`src/design/mc_pkg.sv`:
```
/*
 Constants, register map and state type of the flash memory checker.
 Assumes one clock domain and word-indexed registers on AXI4-Lite.
*/
package mc_pkg;
   // Register indices; byte address is four times the index
   localparam logic [5:0] IDX_START = 6'h00;
   localparam logic [5:0] IDX_MODE = 6'h01;
   localparam logic [5:0] IDX_FLAGS = 6'h02;
   localparam logic [5:0] IDX_EVT = 6'h03;
   localparam logic [5:0] IDX_MASK = 6'h04;
   // Field positions
   localparam int EN_BIT = 0;
   localparam int ARM_BIT = 1;
   localparam int BUSY_BIT = 0;
   localparam int OK_BIT = 1;
   localparam int EVT_DONE = 0;
   localparam int EVT_FAIL = 1;
   localparam int MODE_LSB = 4;
   localparam int SEL_LSB = 0;
   // Reset values
   localparam logic [7:0] MODE_RST = 8'h00;
   localparam logic [7:0] FLAGS_RST = 8'h02;
   // Field encodings
   localparam logic [1:0] MODE_PRIORITY = 2'h0;
   localparam logic [1:0] MODE_INIT = 2'h1;
   localparam logic [1:0] SEL_FLASH = 2'h0;
   localparam logic [1:0] SEL_BOOTCODE = 2'h1;
   localparam logic [1:0] SEL_BOOT = 2'h2;
   // Timing in clock cycles
   localparam logic [1:0] START_DELAY = 2'h3;
   localparam logic [1:0] FETCH_DIV = 2'h3;
   // CRC
   localparam logic [15:0] CRC_POLY = 16'h1021;
   localparam logic [15:0] CRC_INIT = 16'hffff;
   localparam logic [15:0] CRC_RESIDUE = 16'h0000;
   // AXI responses
   localparam logic [1:0] RESP_OKAY = 2'h0;
   localparam logic [1:0] RESP_SLVERR = 2'h2;
   typedef enum logic [1:0] {
      MC_IDLE = 2'b00,
      MC_ARM = 2'b01,
      MC_SCAN = 2'b10,
      MC_CHECK = 2'b11
   } mc_state_t;
endpackage : mc_pkg

```
`src/design/mc_word_fetch.sv`:
```
/*
 Walks flash word addresses 0..last_addr, one read every third cycle.
 Assumes flash returns read data in the cycle after flash_rd.
*/
`timescale 1ns/100ps
module mc_word_fetch
#(
   parameter int AW = 15
)
(
   // Clock and reset
   input wire logic mclk,
   input wire logic rst_n,
   // Control
   input wire logic start,
   input wire logic [AW-1:0] last_addr,
   output logic active_q,
   output logic done_q,
   // Flash port
   output logic flash_rd,
   output logic [AW-1:0] flash_addr_q,
   input wire logic [15:0] flash_rdata,
   // Fetched word
   output logic word_valid_q,
   output logic [15:0] word_q
);
   logic [1:0] div_q;
   logic rd_q;
   logic last_q;

   assign flash_rd = active_q && (div_q == 2'h0);

   // Rate divider
   always_ff @(posedge mclk or negedge rst_n)
   begin
      if (!rst_n)
         div_q <= 2'h0;
      else if (!active_q || div_q == mc_pkg::FETCH_DIV - 2'h1)
         div_q <= 2'h0;
      else
         div_q <= div_q + 2'h1;
   end

   // Address walk
   always_ff @(posedge mclk or negedge rst_n)
   begin
      if (!rst_n)
      begin
         active_q <= 1'b0;
         flash_addr_q <= '0;
         last_q <= 1'b0;
      end
      else if (start)
      begin
         active_q <= 1'b1;
         flash_addr_q <= '0;
         last_q <= 1'b0;
      end
      else if (flash_rd)
      begin
         last_q <= (flash_addr_q == last_addr);
         if (flash_addr_q == last_addr)
            active_q <= 1'b0;
         else
            flash_addr_q <= flash_addr_q + 1'b1;
      end
   end

   // Data capture
   always_ff @(posedge mclk or negedge rst_n)
   begin
      if (!rst_n)
      begin
         rd_q <= 1'b0;
         word_valid_q <= 1'b0;
         word_q <= 16'h0000;
         done_q <= 1'b0;
      end
      else
      begin
         rd_q <= flash_rd;
         word_valid_q <= rd_q;
         done_q <= rd_q && last_q;
         if (rd_q)
            word_q <= flash_rdata;
      end
   end
endmodule : mc_word_fetch

```
`config.mk`:
```
export PLATFORM = sky130hd
export DESIGN_NAME = mc_word_fetch
export DESIGN_NICKNAME = d
export VERILOG_FILES = /design/src/design/mc_pkg.sv /design/src/design/mc_word_fetch.sv
export SDC_FILE = /design/constraint.sdc
export NUM_CORES = 1
export LEC_CHECK = 0
export BUFFER_PORTS_ARGS = -buffer_cell sky130_fd_sc_hd__buf_2
export CAP_MARGIN = 20
export CORE_MARGIN = 2
export CORE_UTILIZATION = 40
export CTS_BUF_LIST = sky130_fd_sc_hd__clkbuf_4 sky130_fd_sc_hd__clkbuf_8
export CTS_CLUSTER_SIZE = 14
export DETAILED_ROUTE_END_ITERATION = 10
export PLACE_DENSITY_LB_ADDON = 0.08
export SETUP_SLACK_MARGIN = 0.1
export SLEW_MARGIN = 10
export SYNTH_ARGS = -nofsm -noshare
export SYNTH_HDL_FRONTEND = slang
export SYNTH_SLANG_ARGS = --single-unit
```
`constraint.sdc`:
```
create_clock -name mclk -period 4.9 [get_ports mclk]
set_input_delay 0.98 -clock mclk [delete_from_list [all_inputs] [get_ports mclk]]
set_output_delay 0.98 -clock mclk [all_outputs]
set_load 0.02 [all_outputs]
```
==> tab_implementation.tex <==
\begin{tabular}{lr}
\hline
Metric & Value \\
\hline
\multicolumn{2}{l}{\textbf{Floorplan}} \\
\quad Cell Rows & 25 \\
\quad Core Area & 4720 um\^{}2 \\
\quad Die ar. & 5450 um\^{}2 \\
\quad Floorplan die width & 73.8 um \\
\quad Num ports & 69 \\
\quad Die Span Y & 73.8 um \\
\quad Starting utilization of the core area & 41.3\% \\
\multicolumn{2}{l}{\textbf{Yosys}} \\
\quad Warnings, synthesis & 0 \\
\quad Post-synthesis average cell area & 11.3 um\^{}2 \\
\quad \#FFs+latches synth & 38 \\
\quad Number of enable flip-flop cells after synthesis & 0 \\
\quad Unique masters post-synth & 37 \\
\quad Most instantiated flip-flop cell in the synthesis netlist & dfrtp\_1 \\
\quad Net Count, Synth & 210 \\
\quad Cell area after synthesis & 1950 um\^{}2 \\
\quad Post-Synthesis Cells & 173 \\
\quad Fraction of registers with async set/reset & 100\% \\
\quad Sequential cell area fraction in the yosys report & 48.7\% \\
\multicolumn{2}{l}{\textbf{Route}} \\
\quad Via total after detailed routing & 1,563 \\
\quad Violation count after the first detailed-routing iteration & 74 \\
\quad Routed vias/inst & 5.09 \\
\quad Total Routed Length & 4060 um \\
\quad Post-DRT Antenna Nets & 0 \\
\quad Routed WL per cell & 13.2 um \\
\quad Number of iterations in the first detailed-routing pass & 4 \\
\quad Residual DRC count & 0 \\
\multicolumn{2}{l}{\textbf{Setup path}} \\
\quad Data required time at the worst endpoint & 5.08 ns \\
\quad Category of the most critical setup path & in2reg \\
\quad Critical path endpoint category & flip-flop \\
\quad Nature of the critical path startpoint & primary input \\
\quad Data arrival time of the critical path & 3.08 ns \\
\quad Biggest fanout along the worst timing path & 33 \\
\multicolumn{2}{l}{\textbf{Power and ir drop}} \\
\quad Power spent charging and discharging nets & 0.391 mW \\
\quad Proportion of power drawn by flip-flops and latches & 43.4\% \\
\quad Proportion of power drawn by the clock network & 20.6\% \\
\quad Pwr/cell area & 449 nW/um\^{}2 \\
\quad Cell Int Power & 0.694 mW \\
\quad Design Power & 1.08 mW \\
\quad Switching power as a share of total power & 36.0\% \\
\quad Static leakage & 1.13 nW \\
\quad Comb pwr share & 36.0\% \\
\quad Max VDD drop & 0.215 mV \\
\multicolumn{2}{l}{\textbf{Flow run}} \\
\quad Max-capacitance violation count & 0 \\
\multicolumn{2}{l}{\textbf{Final layout}} \\
\quad Non-filler cells in the finished layout & 307 \\
\quad \# nets final & 276 \\
\quad Most frequent cells in the layout & 68 x buf\_2, 38 x dfrtp\_1, 17 x mux2\_2 \\
\quad Leading cell type in the layout, fill and taps excluded & buf\_2 \\
\quad Antenna Diode Count & 0 \\
\quad Area grow syn2layout & 23.9\% \\
\quad Post-route cell area & 2420 um\^{}2 \\
\quad Share of post-route cells with drive strength above 1 & 40.4\% \\
\multicolumn{2}{l}{\textbf{Clock tree}} \\
\quad Gates resized, CTS repair & 0 \\
\quad Inserted Clock Buffers & 5 \\
\quad Total number of H-tree levels & 2 \\
\quad Count of buffers added by post-CTS timing repair for setup & 0 \\
\quad Clock transition time at the flip-flop clock pins of the worst setup and hold paths & 0.08 ns \\
\quad Num Clock Sinks & 38 \\
\quad Post-cts hold buffer count & 0 \\
\quad Max clock buf depth & 2 \\
\quad Clock network latency to the later pin of the worst-skew pair & 0.29 ns \\
\quad CTS tree & done \\
\quad Cell at the root of the clock tree & clkbuf\_8 \\
\multicolumn{2}{l}{\textbf{Placed design}} \\
\quad Buffers added on ports & 68 \\
\quad Placed cells & 299 \\
\quad Routability cong. & 0.731 \\
\quad Place WS & 1.69 ns \\
\quad Area post-placement & 2320 um\^{}2 \\
\quad Detailed placement HPWL & 2890 um \\
\multicolumn{2}{l}{\textbf{STA}} \\
\quad Setup TNS after final layout & 0 ns \\
\quad Final cycle utilization of the critical path & 59.3\% \\
\quad Final setup violating endpoints & 0 \\
\quad Slew Limit Fails & 0 \\
\quad Post-layout minimum cycle time & 2.91 ns \\
\quad Maximum frequency from static timing analysis & 344 MHz \\
\quad Total count of hold-check failures in the final report & 0 \\
\quad Slack of the critical path & 1.99 ns \\
\quad Worst Clk Skew & 0.0109 ns \\
\quad Slew of the pin with the lowest slew margin & 0.839 ns \\
\quad RSZ-0062 raised after global routing & false \\
\quad Slew margin rel. & 44.1\% \\
\multicolumn{2}{l}{\textbf{GRT}} \\
\quad Antenna violations before repair & 0 \\
\quad First-pass GRT wire length & 6680 um \\
\quad Total routing usage reported by global routing & 16.2\% \\
\quad Largest net degree at the start of global routing & 39 \\
\quad Overflow after GRT & 0 \\
\quad Via count of the first global-routing pass & 1,438 \\
\multicolumn{2}{l}{\textbf{Min path}} \\
\quad Type of the worst min-delay path & reg2reg \\
\multicolumn{2}{l}{\textbf{Run status}} \\
\quad Outcome & completed \\
\hline
\end{tabular}
-- cells in the mapped netlist (2+ instances only) --
cell	number	area, um^2
inv_1	4	15.0
nand2_1	14	52.6
xnor2_1	12	105
nand4_1	6	37.5
nor2_1	4	15.0
clkbuf_1	6	22.5
o41ai_1	2	17.5
nor4_1	7	43.8
or4_1	2	15.0
ha_1	3	37.5
xor2_1	3	26.3
and4_1	3	26.3
nand2b_1	2	12.5
o21ai_0	4	20.0
nor3b_1	2	15.0
nand3b_1	2	15.0
mux2_2	17	191
nand3_1	6	30.0
dfrtp_1	38	951
buf_6	3	33.8
nor2b_1	9	56.3
and2_1	3	18.8
a221o_1	7	70.1
-- registers in the layout (all words and copies together), names as in the netlist --
name          cells
active_q          1
last_q            1
done_q            1
word_valid_q      1
flash_addr_q     15
div_q             2
word_q           16
rd_q              1
-- power groups by stage --
stage | clock [mW] | sequential (mW) | combinational (mW)
2_1_floorplan | 0 | 0.559 | 0.183
5_1_grt | 0.245 | 0.488 | 0.427
6_report | 0.224 | 0.470 | 0.391
3_5_place_dp | 0 | 0.480 | 0.396
4_1_cts | 0.234 | 0.474 | 0.397
3_3_place_gp | 0 | 0.478 | 0.393
-- worst paths after layout --
check / startpoint / to / slack [ns] / cells after the start
hold reg to reg: div_q[0]$_DFF_PN0_ / div_q[0]$_DFF_PN0_ / 0.43 / 1
setup reg to reg: flash_addr_q[11]$_DFFE_PN0P_ / flash_addr_q[4]$_DFFE_PN0P_ / 2.40 / 6
max in group asynchronous: rst_n / word_q[3]$_DFFE_PN0P_ / 3.57 / 1
min in group asynchronous: rst_n / word_q[12]$_DFFE_PN0P_ / 0.79 / 1
hold / removal: div_q[0]$_DFF_PN0_ / div_q[0]$_DFF_PN0_ / 0.43 / 1
setup / recovery: start / flash_addr_q[4]$_DFFE_PN0P_ / 1.99 / 6
-- critical path: stages --
cell	delay, ns
buf_2	0.27
or4_4	0.61
nor4_4	0.52
buf_4	0.34
nor4_1	0.08
a221o_1	0.28
-- through the flow --
stage                     hold slack (ns)  util, %
after floorplan                     0.352        -
after global placement              0.421     49.1
after detailed placement            0.427     49.1
after CTS                           0.438     51.2
after global routing                0.462     51.2
final                               0.434     51.2
-- routing by layer --
layer	part of all wire, %	vias up	track usage, %
met5	0	-	0
met4	0.57	0	4.85
met3	5.9	2	4.25
met2	48	51	25.5
met1	45	743	21.8
li1	-	767	-
-- cell type report --
type / count / area (um^2)
fill: 447 / 2310
timing repair buffer: 69 / 348
clock buffer: 6 / 82.6
inverter: 4 / 15.0
multi-input combinational: 121 / 923
tap: 67 / 83.8
clock inverter: 2 / 12.5
sequential: 38 / 951
-- logic make-up (layout without fill, tap and decap cells) --
logic type | Yosys count | count (layout) | share of synthesized area, %
AO/OA/AOI/OAI | 20 | 20 | 8.28
XOR/XNOR | 15 | 15 | 6.74
adder cells (fa/ha/maj) | 3 | 3 | 1.92
buffers and inverters | 14 | 81 | 3.91
flip-flops | 38 | 38 | 48.7
multiplexers | 17 | 17 | 9.81
AND/OR/NAND/NOR | 66 | 66 | 20.6
No activity file was read; power rests on OpenSTA's default activity.
